--- src/rlsc_pkg.sv ---
// package: offsets, fields, reset values and constants of the loss-of-signal control bank
`default_nettype none

package rlsc_pkg;

  // register offsets on the internal register port
  localparam logic [7:0] RLSC_ADDR_ENABLE    = 8'h0A;
  localparam logic [7:0] RLSC_ADDR_FLAGS     = 8'h0B;
  localparam logic [7:0] RLSC_ADDR_LEVEL_LO  = 8'h0C;
  localparam logic [7:0] RLSC_ADDR_LEVEL_HYS = 8'h0D;
  localparam logic [7:0] RLSC_ADDR_PEAK_LO   = 8'h0F;

  // values after reset
  localparam logic [7:0] RLSC_ENABLE_RST    = 8'h01;
  localparam logic [7:0] RLSC_FLAGS_RST     = 8'h00;
  localparam logic [7:0] RLSC_LEVEL_LO_RST  = 8'h0F;
  localparam logic [7:0] RLSC_LEVEL_HYS_RST = 8'h70;
  localparam logic [9:0] RLSC_PEAK_RST      = 10'h000;

  // field positions in loss_detect_enable
  localparam int RLSC_EN_ANALOG_BIT = 0;
  localparam int RLSC_EN_DMODE_LSB  = 1;
  localparam int RLSC_EN_SQM_BIT    = 3;

  // field positions in loss_detect_flags
  localparam int RLSC_FL_LOSS_BIT = 0;
  localparam int RLSC_FL_ANA_BIT  = 1;
  localparam int RLSC_FL_DIG_BIT  = 2;
  localparam int RLSC_FL_LAST_BIT = 3;
  localparam int RLSC_FL_SQM_BIT  = 4;

  // field positions in analog_loss_level_high_hyst
  localparam int RLSC_HH_THR_LSB  = 0;
  localparam int RLSC_HH_HYST_LSB = 4;

  // analog hysteresis base, run-length scaling and quality monitor width
  localparam logic [4:0]  RLSC_HYST_BASE    = 5'h10;
  localparam int          RLSC_FIELD_BITS   = 1024;
  localparam logic [9:0]  RLSC_FIELD_LAST   = 10'(RLSC_FIELD_BITS - 1);
  localparam logic [10:0] RLSC_ASSERT_MULT  = 11'h005;
  localparam logic [10:0] RLSC_ASSERT_ADD   = 11'h002;
  localparam logic [11:0] RLSC_CLEAR_MULT   = 12'h010;
  localparam logic [11:0] RLSC_CLEAR_ADD    = 12'h001;
  localparam int          RLSC_SQM_W        = 16;

  // digital loss trigger modes
  typedef enum logic [1:0] {
    RLSC_DMODE_OFF    = 2'h0,
    RLSC_DMODE_ZEROS  = 2'h1,
    RLSC_DMODE_ONES   = 2'h2,
    RLSC_DMODE_EITHER = 2'h3
  } rlsc_dmode_t;

  // run-length detector states
  typedef enum logic [2:0] {
    RLSC_DL_IDLE  = 3'b001,
    RLSC_DL_WATCH = 3'b010,
    RLSC_DL_LOST  = 3'b100
  } rlsc_dl_state_t;

  // mode is not disabled
  function automatic logic rlsc_mode_on(input rlsc_dmode_t mode);
    rlsc_mode_on = (mode != RLSC_DMODE_OFF);
  endfunction

  // mode accepts a run made of this bit value
  function automatic logic rlsc_mode_takes(input rlsc_dmode_t mode, input logic bit_value);
    case (mode)
      RLSC_DMODE_ZEROS:  rlsc_mode_takes = !bit_value;
      RLSC_DMODE_ONES:   rlsc_mode_takes = bit_value;
      RLSC_DMODE_EITHER: rlsc_mode_takes = 1'b1;
      default:           rlsc_mode_takes = 1'b0;
    endcase
  endfunction

endpackage

`default_nettype wire

--- src/rlsc_ana_if.sv ---
// interface: settings and result between the control bank and the analog detector
`default_nettype none

interface rlsc_ana_if;
  logic [9:0] threshold;
  logic [3:0] hysteresis;
  logic       peak_valid;
  logic [9:0] peak_value;
  logic       clear;
  logic       loss;

  modport ctrl (output threshold, output hysteresis, output peak_valid,
                output peak_value, output clear, input loss);
  modport det  (input threshold, input hysteresis, input peak_valid,
                input peak_value, input clear, output loss);
endinterface

`default_nettype wire

--- src/rlsc_analog_detect.sv ---
// module: analog amplitude loss detector with hysteresis
`default_nettype none

module rlsc_analog_detect
  import rlsc_pkg::*;
(
  // clock and reset
  input wire logic clk_sys,
  input wire logic arst_n,
  // settings, samples and result
  rlsc_ana_if.det  ana
);

  logic [14:0] deassert_scaled;
  logic [14:0] peak_scaled;
  logic        below_level;

  // compare at 16x scale so the hysteresis division never truncates
  assign deassert_scaled = 15'(ana.threshold) * 15'(5'(ana.hysteresis) + RLSC_HYST_BASE);
  assign peak_scaled     = {1'b0, ana.peak_value, 4'h0};
  assign below_level     = ana.peak_value < ana.threshold;

  // loss sets below threshold, releases only above the raised level
  always_ff @(posedge clk_sys or negedge arst_n) begin
    if (!arst_n) begin
      ana.loss <= 1'b0;
    end else if (ana.clear) begin
      ana.loss <= 1'b0;
    end else if (ana.peak_valid) begin
      if (!ana.loss && below_level) begin
        ana.loss <= 1'b1;
      end else if (ana.loss && (peak_scaled > deassert_scaled)) begin
        ana.loss <= 1'b0;
      end
    end
  end

endmodule

`default_nettype wire

--- src/rlsc_ctrl.sv ---
// module: receiver loss-of-signal control and status bank with run-length detector
//
// How it works
// quality alarm feeds loss only when enabled
// mode field picks zeros, ones, either run
// analog detector feeds loss only when enabled
// enable register resets to analog only
// quality flag high while value below threshold
// lock loss forces quality flag low
// last-bit flag keeps bit of latest event
// status bit 2 shows digital loss
// status bit 1 shows analog loss
// status bit 0 equals the loss pin
// threshold low byte in its own register
// threshold top bits 1:0, bits 3:2 zero
// software keeps threshold 10 to 400
// release level is threshold times (h+16)/16
// threshold low byte resets to 0x0F
// second threshold register resets to 0x70
// peak amplitude low byte read-only, resets zero
// software reads peak low byte first
// pin is OR of enabled loss sources
// digital loss at (n*5+2)*1024 identical bits
// digital clear after (n*16+1) transition fields
// analog loss with hysteresis on release
`default_nettype none

module rlsc_ctrl
  import rlsc_pkg::*;
(
  // clock and reset
  input  wire logic             clk_sys,
  input  wire logic             arst_n,
  // register port
  input  wire logic [7:0]       reg_addr,
  input  wire logic [7:0]       reg_wdata,
  input  wire logic             reg_wr,
  input  wire logic             reg_rd,
  output logic      [7:0]       reg_rdata,
  // receive-side software reset
  input  wire logic             sw_reset,
  // recovered bit stream
  input  wire logic             rx_bit_valid,
  input  wire logic             rx_bit,
  // peak detector measurement
  input  wire logic             peak_valid,
  input  wire logic [9:0]       peak_value,
  // quality monitor and lock
  input  wire logic [RLSC_SQM_W-1:0] sqm_value,
  input  wire logic [RLSC_SQM_W-1:0] sqm_threshold,
  input  wire logic             lock_loss,
  // run-length counts from the neighbouring registers
  input  wire logic [7:0]       digital_loss_assert_count,
  input  wire logic [7:0]       digital_loss_clear_count,
  // alarm pin and peak upper bits snapshot
  output logic                  signal_loss_pin,
  output logic      [1:0]       peak_amplitude_high
);

  // control fields and captured peak amplitude
  logic           analog_loss_enable;
  rlsc_dmode_t    digital_loss_mode;
  logic           quality_monitor_loss_enable;
  logic [9:0]     analog_loss_threshold;
  logic [3:0]     analog_loss_hysteresis;
  logic [9:0]     peak_amplitude;

  // status
  logic           quality_monitor_loss;
  logic           digital_loss;
  logic           digital_loss_last_bit;
  logic           analog_loss;
  logic           next_signal_loss;

  // run-length detector
  rlsc_dl_state_t dl_state;
  logic           run_bit;
  logic [20:0]    run_len;
  logic [20:0]    next_run_len;
  logic [20:0]    assert_bits;
  logic [10:0]    assert_units;
  logic [11:0]    clear_need;
  logic [11:0]    clear_fields;
  logic [11:0]    next_clear_fields;
  logic [9:0]     field_cnt;
  logic           field_edge;
  logic           same_bit;
  logic           edge_now;
  logic           field_end;
  logic           run_trips;
  logic           clear_done;

  // register decode and readback
  logic           wr_enable;
  logic           wr_level_lo;
  logic           wr_level_hys;
  logic [7:0]     next_rdata;

  rlsc_ana_if ana ();

  // analog detector hookup
  assign ana.threshold  = analog_loss_threshold;
  assign ana.hysteresis = analog_loss_hysteresis;
  assign ana.peak_valid = peak_valid;
  assign ana.peak_value = peak_value;
  assign ana.clear      = sw_reset;
  assign analog_loss    = ana.loss;

  rlsc_analog_detect u_analog (
    .clk_sys (clk_sys),
    .arst_n  (arst_n),
    .ana     (ana)
  );

  // write strobes; writes to read-only offsets fall through unused
  assign wr_enable    = reg_wr && (reg_addr == RLSC_ADDR_ENABLE);
  assign wr_level_lo  = reg_wr && (reg_addr == RLSC_ADDR_LEVEL_LO);
  assign wr_level_hys = reg_wr && (reg_addr == RLSC_ADDR_LEVEL_HYS);

  // loss_detect_enable: read-write low nibble
  always_ff @(posedge clk_sys or negedge arst_n) begin
    if (!arst_n) begin
      analog_loss_enable          <= RLSC_ENABLE_RST[RLSC_EN_ANALOG_BIT];
      digital_loss_mode           <= rlsc_dmode_t'(RLSC_ENABLE_RST[RLSC_EN_DMODE_LSB +: 2]);
      quality_monitor_loss_enable <= RLSC_ENABLE_RST[RLSC_EN_SQM_BIT];
    end else if (sw_reset) begin
      analog_loss_enable          <= RLSC_ENABLE_RST[RLSC_EN_ANALOG_BIT];
      digital_loss_mode           <= rlsc_dmode_t'(RLSC_ENABLE_RST[RLSC_EN_DMODE_LSB +: 2]);
      quality_monitor_loss_enable <= RLSC_ENABLE_RST[RLSC_EN_SQM_BIT];
    end else if (wr_enable) begin
      analog_loss_enable          <= reg_wdata[RLSC_EN_ANALOG_BIT];
      digital_loss_mode           <= rlsc_dmode_t'(reg_wdata[RLSC_EN_DMODE_LSB +: 2]);
      quality_monitor_loss_enable <= reg_wdata[RLSC_EN_SQM_BIT];
    end
  end

  // analog threshold and hysteresis; reserved bits are simply not stored
  always_ff @(posedge clk_sys or negedge arst_n) begin
    if (!arst_n) begin
      analog_loss_threshold  <= {RLSC_LEVEL_HYS_RST[RLSC_HH_THR_LSB +: 2], RLSC_LEVEL_LO_RST};
      analog_loss_hysteresis <= RLSC_LEVEL_HYS_RST[RLSC_HH_HYST_LSB +: 4];
    end else if (sw_reset) begin
      analog_loss_threshold  <= {RLSC_LEVEL_HYS_RST[RLSC_HH_THR_LSB +: 2], RLSC_LEVEL_LO_RST};
      analog_loss_hysteresis <= RLSC_LEVEL_HYS_RST[RLSC_HH_HYST_LSB +: 4];
    end else begin
      if (wr_level_lo) begin
        analog_loss_threshold[7:0] <= reg_wdata;
      end
      if (wr_level_hys) begin
        analog_loss_threshold[9:8] <= reg_wdata[RLSC_HH_THR_LSB +: 2];
        analog_loss_hysteresis     <= reg_wdata[RLSC_HH_HYST_LSB +: 4];
      end
    end
  end

  // peak amplitude capture; a low-byte read freezes the upper bits
  always_ff @(posedge clk_sys or negedge arst_n) begin
    if (!arst_n) begin
      peak_amplitude      <= RLSC_PEAK_RST;
      peak_amplitude_high <= RLSC_PEAK_RST[9:8];
    end else if (sw_reset) begin
      peak_amplitude      <= RLSC_PEAK_RST;
      peak_amplitude_high <= RLSC_PEAK_RST[9:8];
    end else begin
      if (peak_valid) begin
        peak_amplitude <= peak_value;
      end
      if (reg_rd && (reg_addr == RLSC_ADDR_PEAK_LO)) begin
        peak_amplitude_high <= peak_amplitude[9:8];
      end
    end
  end

  // quality monitor flag, held down while the receiver is out of lock
  always_ff @(posedge clk_sys or negedge arst_n) begin
    if (!arst_n) begin
      quality_monitor_loss <= 1'b0;
    end else if (sw_reset) begin
      quality_monitor_loss <= 1'b0;
    end else begin
      quality_monitor_loss <= (sqm_value < sqm_threshold) && !lock_loss;
    end
  end

  // run-length arithmetic, all in bits or fields
  assign assert_units = 11'(digital_loss_assert_count) * RLSC_ASSERT_MULT + RLSC_ASSERT_ADD;
  assign assert_bits  = {assert_units, 10'h000};
  assign clear_need   = 12'(digital_loss_clear_count) * RLSC_CLEAR_MULT + RLSC_CLEAR_ADD;
  assign same_bit     = (rx_bit == run_bit);
  assign edge_now     = field_edge || !same_bit;
  assign field_end    = (field_cnt == RLSC_FIELD_LAST);
  assign next_clear_fields = edge_now ? (clear_fields + 12'h001) : 12'h000;

  // saturate so a long dead line never wraps back below the trip point
  always_comb begin
    if (!same_bit) begin
      next_run_len = 21'h000001;
    end else if (run_len == 21'h1FFFFF) begin
      next_run_len = run_len;
    end else begin
      next_run_len = run_len + 21'h000001;
    end
  end

  assign run_trips  = (next_run_len >= assert_bits) && rlsc_mode_takes(digital_loss_mode, rx_bit);
  assign clear_done = field_end && edge_now && (next_clear_fields >= clear_need);
  assign digital_loss = (dl_state == RLSC_DL_LOST);

  // run tracker follows every received bit while a digital mode is on, cleared while off
  always_ff @(posedge clk_sys or negedge arst_n) begin
    if (!arst_n) begin
      run_bit <= 1'b0;
      run_len <= 21'h000000;
    end else if (sw_reset || !rlsc_mode_on(digital_loss_mode)) begin
      run_bit <= 1'b0;
      run_len <= 21'h000000;
    end else if (rx_bit_valid) begin
      run_bit <= rx_bit;
      run_len <= next_run_len;
    end
  end

  // digital loss state machine
  always_ff @(posedge clk_sys or negedge arst_n) begin
    if (!arst_n) begin
      dl_state <= RLSC_DL_IDLE;
    end else if (sw_reset) begin
      dl_state <= RLSC_DL_IDLE;
    end else begin
      case (dl_state)
        RLSC_DL_IDLE: begin
          if (rlsc_mode_on(digital_loss_mode)) begin
            dl_state <= RLSC_DL_WATCH;
          end
        end
        RLSC_DL_WATCH: begin
          if (!rlsc_mode_on(digital_loss_mode)) begin
            dl_state <= RLSC_DL_IDLE;
          end else if (rx_bit_valid && run_trips) begin
            dl_state <= RLSC_DL_LOST;
          end
        end
        RLSC_DL_LOST: begin
          if (!rlsc_mode_on(digital_loss_mode)) begin
            dl_state <= RLSC_DL_IDLE;
          end else if (rx_bit_valid && clear_done) begin
            dl_state <= RLSC_DL_WATCH;
          end
        end
        default: begin
          dl_state <= RLSC_DL_IDLE;
        end
      endcase
    end
  end

  // clear-side field counting runs only while loss is held
  always_ff @(posedge clk_sys or negedge arst_n) begin
    if (!arst_n) begin
      field_cnt    <= 10'h000;
      field_edge   <= 1'b0;
      clear_fields <= 12'h000;
    end else if (sw_reset || (dl_state != RLSC_DL_LOST)) begin
      field_cnt    <= 10'h000;
      field_edge   <= 1'b0;
      clear_fields <= 12'h000;
    end else if (rx_bit_valid) begin
      field_cnt <= field_cnt + 10'h001;
      if (field_end) begin
        field_edge   <= 1'b0;
        clear_fields <= next_clear_fields;
      end else begin
        field_edge <= edge_now;
      end
    end
  end

  // bit value of the run behind the latest digital event
  always_ff @(posedge clk_sys or negedge arst_n) begin
    if (!arst_n) begin
      digital_loss_last_bit <= 1'b0;
    end else if (sw_reset) begin
      digital_loss_last_bit <= 1'b0;
    end else if ((dl_state == RLSC_DL_WATCH) && rlsc_mode_on(digital_loss_mode)
                 && rx_bit_valid && run_trips) begin
      digital_loss_last_bit <= rx_bit;
    end
  end

  // combined alarm; each source passes only under its own enable
  assign next_signal_loss = (analog_loss_enable && analog_loss)
                         || (rlsc_mode_on(digital_loss_mode) && digital_loss)
                         || (quality_monitor_loss_enable && quality_monitor_loss);

  // pin flop, also the source of status bit 0
  always_ff @(posedge clk_sys or negedge arst_n) begin
    if (!arst_n) begin
      signal_loss_pin <= 1'b0;
    end else if (sw_reset) begin
      signal_loss_pin <= 1'b0;
    end else begin
      signal_loss_pin <= next_signal_loss;
    end
  end

  // readback mux; reserved bits and unmapped offsets read zero
  always_comb begin
    next_rdata = 8'h00;
    case (reg_addr)
      RLSC_ADDR_ENABLE: begin
        next_rdata[RLSC_EN_ANALOG_BIT]       = analog_loss_enable;
        next_rdata[RLSC_EN_DMODE_LSB +: 2]   = digital_loss_mode;
        next_rdata[RLSC_EN_SQM_BIT]          = quality_monitor_loss_enable;
      end
      RLSC_ADDR_FLAGS: begin
        next_rdata[RLSC_FL_LOSS_BIT] = signal_loss_pin;
        next_rdata[RLSC_FL_ANA_BIT]  = analog_loss;
        next_rdata[RLSC_FL_DIG_BIT]  = digital_loss;
        next_rdata[RLSC_FL_LAST_BIT] = digital_loss_last_bit;
        next_rdata[RLSC_FL_SQM_BIT]  = quality_monitor_loss;
      end
      RLSC_ADDR_LEVEL_LO: begin
        next_rdata = analog_loss_threshold[7:0];
      end
      RLSC_ADDR_LEVEL_HYS: begin
        next_rdata[RLSC_HH_THR_LSB +: 2]  = analog_loss_threshold[9:8];
        next_rdata[RLSC_HH_HYST_LSB +: 4] = analog_loss_hysteresis;
      end
      RLSC_ADDR_PEAK_LO: begin
        next_rdata = peak_amplitude[7:0];
      end
      default: begin
        next_rdata = 8'h00;
      end
    endcase
  end

  // read data is registered and held until the next read
  always_ff @(posedge clk_sys or negedge arst_n) begin
    if (!arst_n) begin
      reg_rdata <= 8'h00;
    end else if (reg_rd) begin
      reg_rdata <= next_rdata;
    end
  end

endmodule

`default_nettype wire

--- config.mk ---
export PLATFORM = sky130hd
export DESIGN_NAME = rlsc_ctrl
export DESIGN_NICKNAME = d
export VERILOG_FILES = /design/src/rlsc_pkg.sv /design/src/rlsc_ana_if.sv /design/src/rlsc_analog_detect.sv /design/src/rlsc_ctrl.sv
export SDC_FILE = /design/constraint.sdc
export NUM_CORES = 1
export LEC_CHECK = 0
export BUFFER_PORTS_ARGS = -buffer_cell sky130_fd_sc_hd__buf_2
export CORE_MARGIN = 4
export CORE_UTILIZATION = 55
export CTS_CLUSTER_DIAMETER = 150
export DETAILED_ROUTE_END_ITERATION = 8
export PLACE_DENSITY = 0.79
export SYNTH_ARGS = -nofsm -noshare
export SYNTH_HDL_FRONTEND = slang
export SYNTH_HIERARCHICAL = 1
export SYNTH_SLANG_ARGS = --single-unit
--- constraint.sdc ---
create_clock -name clk_sys -period 4.51 [get_ports clk_sys]
set_input_delay 0.451 -clock clk_sys [delete_from_list [all_inputs] [get_ports clk_sys]]
set_output_delay 0.451 -clock clk_sys [all_outputs]
set_load 0.02 [all_outputs]
Word level (Yosys, flattened, before mapping)
Index checks and enable logic that the tools add are counted.
{"block": "totals", "wordCells": 142, "ff_bits": 90, "output_inout_bits": 11}
{"block": "op_classes", "n_lt_le_gt_ge": 5, "n_mux": 50, "n_eq_ne": 18, "reduce_logical": 42, "mul": 2, "n_addsub": 6}
{"operator": "$mux 21", "count": 4}
{"operator": "$mux 10", "count": 5}
{"operator": "$mux 12", "count": 4}
{"operator": "$eq 8x4->1 const B", "count": 5}
{"operator": "$add 12x1->12 const B", "count": 2}
{"operator": "$add 21x1->21 const B", "count": 1}
{"operator": "$eq 21x21->1 const B", "count": 1}
{"operator": "$ge 21x21->1", "count": 1}
{"operator": "$reduce_bool 2->1", "count": 10}
{"operator": "$logic_and 1x1->1", "count": 18}
{"operator": "$mux 3", "count": 6}
{"operator": "$pmux 3 s3", "count": 2}
{"operator": "$mux 1", "count": 17}
{"operator": "$lt 16x16->1", "count": 1}
{"operator": "$gt 14x15->1", "count": 1}
{"operator": "$mul 10x15->15", "count": 1}
{"operator": "$ge 12x12->1", "count": 1}
{"operator": "$add 11x2->11 const B", "count": 1}
{"operator": "$mul 8x3->11 const B", "count": 1}
{"operator": "$add 10x1->10 const B", "count": 1}
{"operator": "$eq 10x10->1 const B", "count": 1}
{"operator": "$lt 10x10->1", "count": 1}
{"operator": "$mux 2", "count": 5}
{"operator": "$pmux 2 s5", "count": 1}
{"operator": "19 further kinds", "count": 32}

Longest topological paths before layout
{"block": "depth", "ltp_word": 11, "depth_mapped": 18, "ltp_nobuf": 18}

Cells and area by module
The synthesis kept the hierarchy.
{"module": "rlsc_ctrl", "n_inst": 1, "cells_each": 702, "area_per_inst_um2": 6129.6, "seq_area_each_um2": 2238.4}
{"module": "rlsc_analog_detect", "n_inst": 1, "cells_each": 244, "area_per_inst_um2": 2143.3, "seq_area_each_um2": 25.0}

Worst setup path before layout
No wires, ideal clock.
{"block": "synth_path", "path_type": "register to register", "start": "register analog_loss_hysteresis[1], in the netlist ana.hysteresis[1]", "end": "register u_analog.ana.loss", "synth_period_minus_slack_ns": 4.703, "required_ns": 4.416, "t_arrival_ns": 4.609, "path_slack_ns": -0.193, "path_stages_with_launch": 19, "path_cell_list": "dfstp_2 and2_1 fa_1 fa_1 inv_1 fa_1 inv_1 ha_1 nand3_1 o2111ai_1 o22a_1 a31oi_1 xor2_1 ha_1 a21oi_1 nor2b_1 a2111oi_2 a221oi_2 a221oi_2"}
{"block": "synth_between", "elab_chain_cells": 6}
{"element": "from (decl)", "line_no": "rlsc_ctrl.sv:65", "text": "logic [3:0] analog_loss_hysteresis;"}
{"element": "from (signal assigned)", "line_no": "rlsc_ctrl.sv:141", "text": "analog_loss_hysteresis <= RLSC_LEVEL_HYS_RST[RLSC_HH_HYST_LSB +: 4];"}
{"element": "from (signal assigned)", "line_no": "rlsc_ctrl.sv:144", "text": "analog_loss_hysteresis <= RLSC_LEVEL_HYS_RST[RLSC_HH_HYST_LSB +: 4];"}
{"element": "from (signal assigned)", "line_no": "rlsc_ctrl.sv:151", "text": "analog_loss_hysteresis <= reg_wdata[RLSC_HH_HYST_LSB +: 4];"}
{"element": "$add 4x5->6", "line_no": "rlsc_analog_detect.sv:19", "text": "assign deassert_scaled = 15'(ana.threshold) * 15'(5'(ana.hysteresis) + RLSC_HYST_BASE);"}
{"element": "$mul 10x15->15", "line_no": "rlsc_analog_detect.sv:19"}
{"element": "$gt 14x15->1", "line_no": "rlsc_analog_detect.sv:32", "text": "end else if (ana.loss && (peak_scaled > deassert_scaled)) begin"}
{"element": "$logic_and 1x1->1", "line_no": "rlsc_analog_detect.sv:32"}
{"element": "$reduce_bool 3->1 (no source line)"}
{"element": "$reduce_and 2->1 (no source line)"}
{"element": "to (signal assigned)", "line_no": "rlsc_analog_detect.sv:28", "text": "ana.loss <= 1'b0;"}
{"element": "to (signal assigned)", "line_no": "rlsc_analog_detect.sv:31", "text": "ana.loss <= 1'b1;"}
{"element": "to (signal assigned)", "line_no": "rlsc_analog_detect.sv:33", "text": "ana.loss <= 1'b0;"}
{"element": "to (decl)", "line_no": "rlsc_ana_if.sv:15", "text": "input peak_value, input clear, output loss);"}
No other way between the ends.
A chain may end at the register's enable or synchronous reset.

Worst setup path in the final report
Ends and elaborated chain as after synthesis.

==> results.rst <==
.. list-table::
   :header-rows: 1

   * - Metric
     - Value
   * - Status
     - finished with violations
   * - Failing checks
     - negative setup slack
   * - Switching component of the power
     - 488 uW
   * - Areal power density over the cells
     - 191 mW/mm^2
   * - Hold buffer count at CTS
     - 0
   * - Number of failing hold endpoints at the final stage
     - 0
   * - Maximum number of pins on one net before global-route repair
     - 47
   * - Post-Synth XOR/XNOR Area
     - 4.76%
   * - Total of flip-flops plus latches after synthesis
     - 90
   * - Net total in the final layout
     - 1,271
   * - Share of the clock period used by the worst path after layout
     - 104%
   * - Mux cell area share after synthesis
     - 4.52%
   * - Kind of end point of the critical path
     - register
   * - Number of buffers on the longest clock path
     - 2
   * - Sequential share of power
     - 44.9%
   * - Number of clock sinks seen by CTS
     - 90
   * - Element type at the critical path start
     - register
   * - Yosys top cell area share
     - 24.5%
   * - Setup slack of the critical path after layout
     - -0.174 ns
   * - Die outline area
     - 0.0171 sq mm
   * - Source-to-sink clock delay at the later pin of the worst-skew pair
     - 0.35 ns
   * - Share of flip-flops with an asynchronous set or reset after synthesis
     - between 90% and 100%
   * - Most frequent cell on the critical path
     - sky130_fd_sc_hd__fa_1
   * - Number of buffers created by CTS
     - 9
   * - Synth-to-Final Area Change
     - 16.4%
   * - Post-Synthesis Net Count
     - 1,153
   * - Combinational family with the most area after synthesis
     - adder cells
   * - Total via count after detailed routing
     - 7,263
   * - Internal power summed over all cells
     - 1350 uW
   * - Post-synthesis cell area
     - 0.00827 sq mm
   * - Leakage Power
     - about 0.0047 uW
   * - Crit Path Max Fanout
     - 6
   * - Vias in the first global route
     - between 7,000 and 8,000
   * - RSZ-0062 raised after global routing
     - true
   * - Core utilization of the finished layout
     - 65.8%
   * - Share of layout cells above drive strength 1
     - 20.8%
   * - Largest vdd supply drop
     - 0.264 mV
   * - Number of max-cap violations
     - 0
   * - Width of the die
     - 131 um
   * - Clk pin slew, worst setup/hold paths
     - 0.07 ns
   * - Post-synth top area cell
     - sky130_fd_sc_hd__dfrtp_1
   * - Clock tree skew after final layout
     - 0.00867 ns
   * - Setup Slack @ Placement
     - -0.233 ns
   * - Cell chosen for the clock root
     - sky130_fd_sc_hd__clkbuf_16
   * - Top_reg_cell synth
     - sky130_fd_sc_hd__dfrtp_1
   * - RR Endpoint
     - u_analog/ana.loss
   * - Max H-tree Level
     - 3
   * - Type of the worst setup path
     - register to register
   * - Delay contributed by the slowest stage of the critical path
     - 0.60 ns
   * - Critical path cell sequence
     - and2_4 -> fa_1 -> fa_1 -> inv_1 -> fa_1 -> inv_2 -> ha_4 -> nand3_2 -> o2111ai_2 -> o22a_1 -> a31oi_2 -> xor2_1 -> ha_1 -> o21a_1 -> o21ai_1 -> a221o_1 -> a221oi_2 -> a221oi_2
   * - Switching share of power
     - between 20% and 30%
   * - Aggregate global routing overflow
     - 0
   * - Post-synthesis cell count
     - ~950
   * - Biggest area contributors in the synthesized netlist
     - sky130_fd_sc_hd__dfrtp_1 25%, sky130_fd_sc_hd__ha_1 15%, sky130_fd_sc_hd__fa_1 6.0%
   * - Post-synth top cells
     - 107 x sky130_fd_sc_hd__nor2_1, 99 x sky130_fd_sc_hd__ha_1, 95 x sky130_fd_sc_hd__inv_1
   * - Post-detailed-route via-to-cell ratio
     - 5.80
   * - Post-route antenna net violation count
     - 0
   * - Initial antenna violation count
     - 2
   * - Syn avg cell area
     - 8.75 sq um
   * - Library cell contributing the largest single delay on the critical path
     - sky130_fd_sc_hd__dfstp_2
   * - Class of the tightest hold or removal check
     - input port to async pin
   * - Crit Reg-Reg Startpoint
     - ana.hysteresis[1]
   * - DRT iter0 DRCs
     - approximately 480
   * - Core outline area
     - 0.0146 sq mm
   * - Proportion of synthesized chip area in sequential cells
     - between 20% and 30%
   * - Arrival time worst endpoint
     - approximately 5 ns
   * - First-pass GRT wire length
     - 32,900 um
   * - Transition at the pin with the smallest max-transition slack
     - 0.996 ns
   * - Die height
     - 131 um
   * - Yosys cell types
     - 75
   * - Remaining routing DRC violations
     - 0
   * - Clock power share
     - 38.8%
   * - Final slew viol count
     - 0
   * - WP data required
     - roughly 4.7 ns
   * - Most instantiated library cell after synthesis
     - sky130_fd_sc_hd__nor2_1
   * - Total wirelength of the detailed-routed design
     - 19,800 um
   * - Post-DP HPWL
     - 15,000 um
   * - Diodes inserted
     - 0
   * - Standard-cell rows
     - 44
   * - Adder-Cell Fraction of Synth Area
     - 21.0%
   * - R2R depth
     - 18
   * - Worst max-slew margin expressed relative to the limit
     - 33.5%
   * - Share of the synthesized area in compound gates (AO/OA/AOI/OAI)
     - 15.5%
   * - Syn. warnings
     - 6
   * - TritonCTS clock tree
     - yes
   * - Setup total negative slack
     - -0.174 ns
   * - Worst hold slack after final layout
     - ~0.12 ns
   * - Port bufs
     - between 90 and 100
   * - I/O pin cnt
     - 94
   * - Routability-driven placement congestion ratio
     - 0.881
   * - Flop-to-flop setup slack
     - -0.17 ns
   * - Initial core utilization
     - between 50 and 60%
   * - Clock period minus worst slack
     - 4.68 ns
   * - Combinational power share
     - 16.3%
   * - Global-route total usage across every layer
     - about a quarter
   * - Wirelength per Cell
     - 15.8 um
   * - Detailed-router iteration count before antenna repair
     - 5
   * - Post-layout power
     - between 1500 and 2000 uW
   * - Number of failing setup endpoints in the final timing report
     - 1
   * - Simple-gate portion of the synthesized area
     - 20.9%
   * - Number of flops mapped to enable cells by yosys
     - 0
   * - Achievable frequency
     - 213 MHz
## power by group through the flow
stage          clock network, uW  logic (uW)  registers (uW)
2_1_floorplan                  0         177             841
3_3_place_gp                   0         283             840
3_5_place_dp                   0         291             840
4_1_cts                      728         299             825
5_1_grt                      766         340             826
6_report                     714         300             826
## routing by layer
layer  up-vias  wire length (um)  GRT usage, %
li1       3558                 -             -
met1      3430              9230          32.7
met2       238              9000          38.8
met3        33              1260          5.33
met4         4               327          5.38
met5         -                22             0
## stage by stage
| stage | std cells | cell area [sq um] |
|---|---|---|
| CTS | 1253 | 9600 |
| detailed placement | 1233 | 9220 |
| floorplan | 946 | 8330 |
| finish | 1253 | 9630 |
| global route | 1253 | 9630 |
| global placement | 1233 | 9220 |
## area by class of cell
class	instances	area, sq um
Clock buffer	14	264
Clock inverter	2	12.5
Inverter	95	357
Timing Repair Buffer	140	828
Sequential cell	90	2260
Multi-Input combinational cell	728	5680
Tap cell	184	230
Fill cell	1216	5010
## registers in the layout, summed over array words and instances (netlist names), 2 cells and up
signal,flops
reg_rdata,8
dl_state,3
run_len,21
clear_fields,12
peak_amplitude,10
ana.hysteresis,4
digital_loss_mode,2
peak_amplitude_high,2
field_cnt,10
ana.threshold,10
## logic make-up (layout without fill, tap and decap cells)
logic type | Yosys count | after routing
buffers and inverters | 128 | 251
AOI/OAI and AO/OA | 191 | 191
DFF | 90 | 90
and+or+nand+nor | 331 | 331
adders and majority gates | 124 | 124
xor gates and xnor gates | 45 | 45
muxes | 37 | 37
## cells in the final DEF (no fill, tap or decap), drive strengths merged, types with 12 or more instances in the layout
cell,netlist,routed
dfrtp,81,81
nor2,109,109
xor2,23,23
fa,25,25
and2,42,42
a21oi,51,51
xnor2,22,22
inv,95,95
nand3,28,28
nand2,35,35
nor2b,16,16
mux2i,34,34
clkbuf,21,14
nand4,13,13
buf,12,140
nor3,27,27
o21ai,44,44
ha,99,99
and3,14,14
a211oi,12,12
## repair_timing
action	in CTS	in global routing
hold endpoints to repair	0	0
resized for setup	23	9
pin swaps	29	8
buffers inserted	4	0
endpoints found under the setup margin	1	1
## critical path: cells and delay by family (launching register included)
family | cells | cell delay (ns)
AO/OA/AOI/OAI | 8 | 1.40
AND/OR/NAND/NOR | 2 | 0.22
XOR/XNOR | 1 | 0.15
adder cells (fa/ha/maj) | 5 | 2.09
buffers and inverters | 2 | 0.10
flip-flops | 1 | 0.60
## worst max path at each step
stage,end,cells after the start,slack [ns],start
floorplan,u_analog/ana.loss,17,0.006,ana.hysteresis[0]
global placement,u_analog/ana.loss,17,-0.14,ana.hysteresis[1]
detailed placement,u_analog/ana.loss,17,-0.23,ana.hysteresis[1]
CTS,u_analog/ana.loss,18,-0.18,ana.hysteresis[1]
global route,u_analog/ana.loss,17,-0.36,ana.hysteresis[1]
finish,u_analog/ana.loss,18,-0.17,ana.hysteresis[1]
No activity file was read; power rests on OpenSTA's default activity.
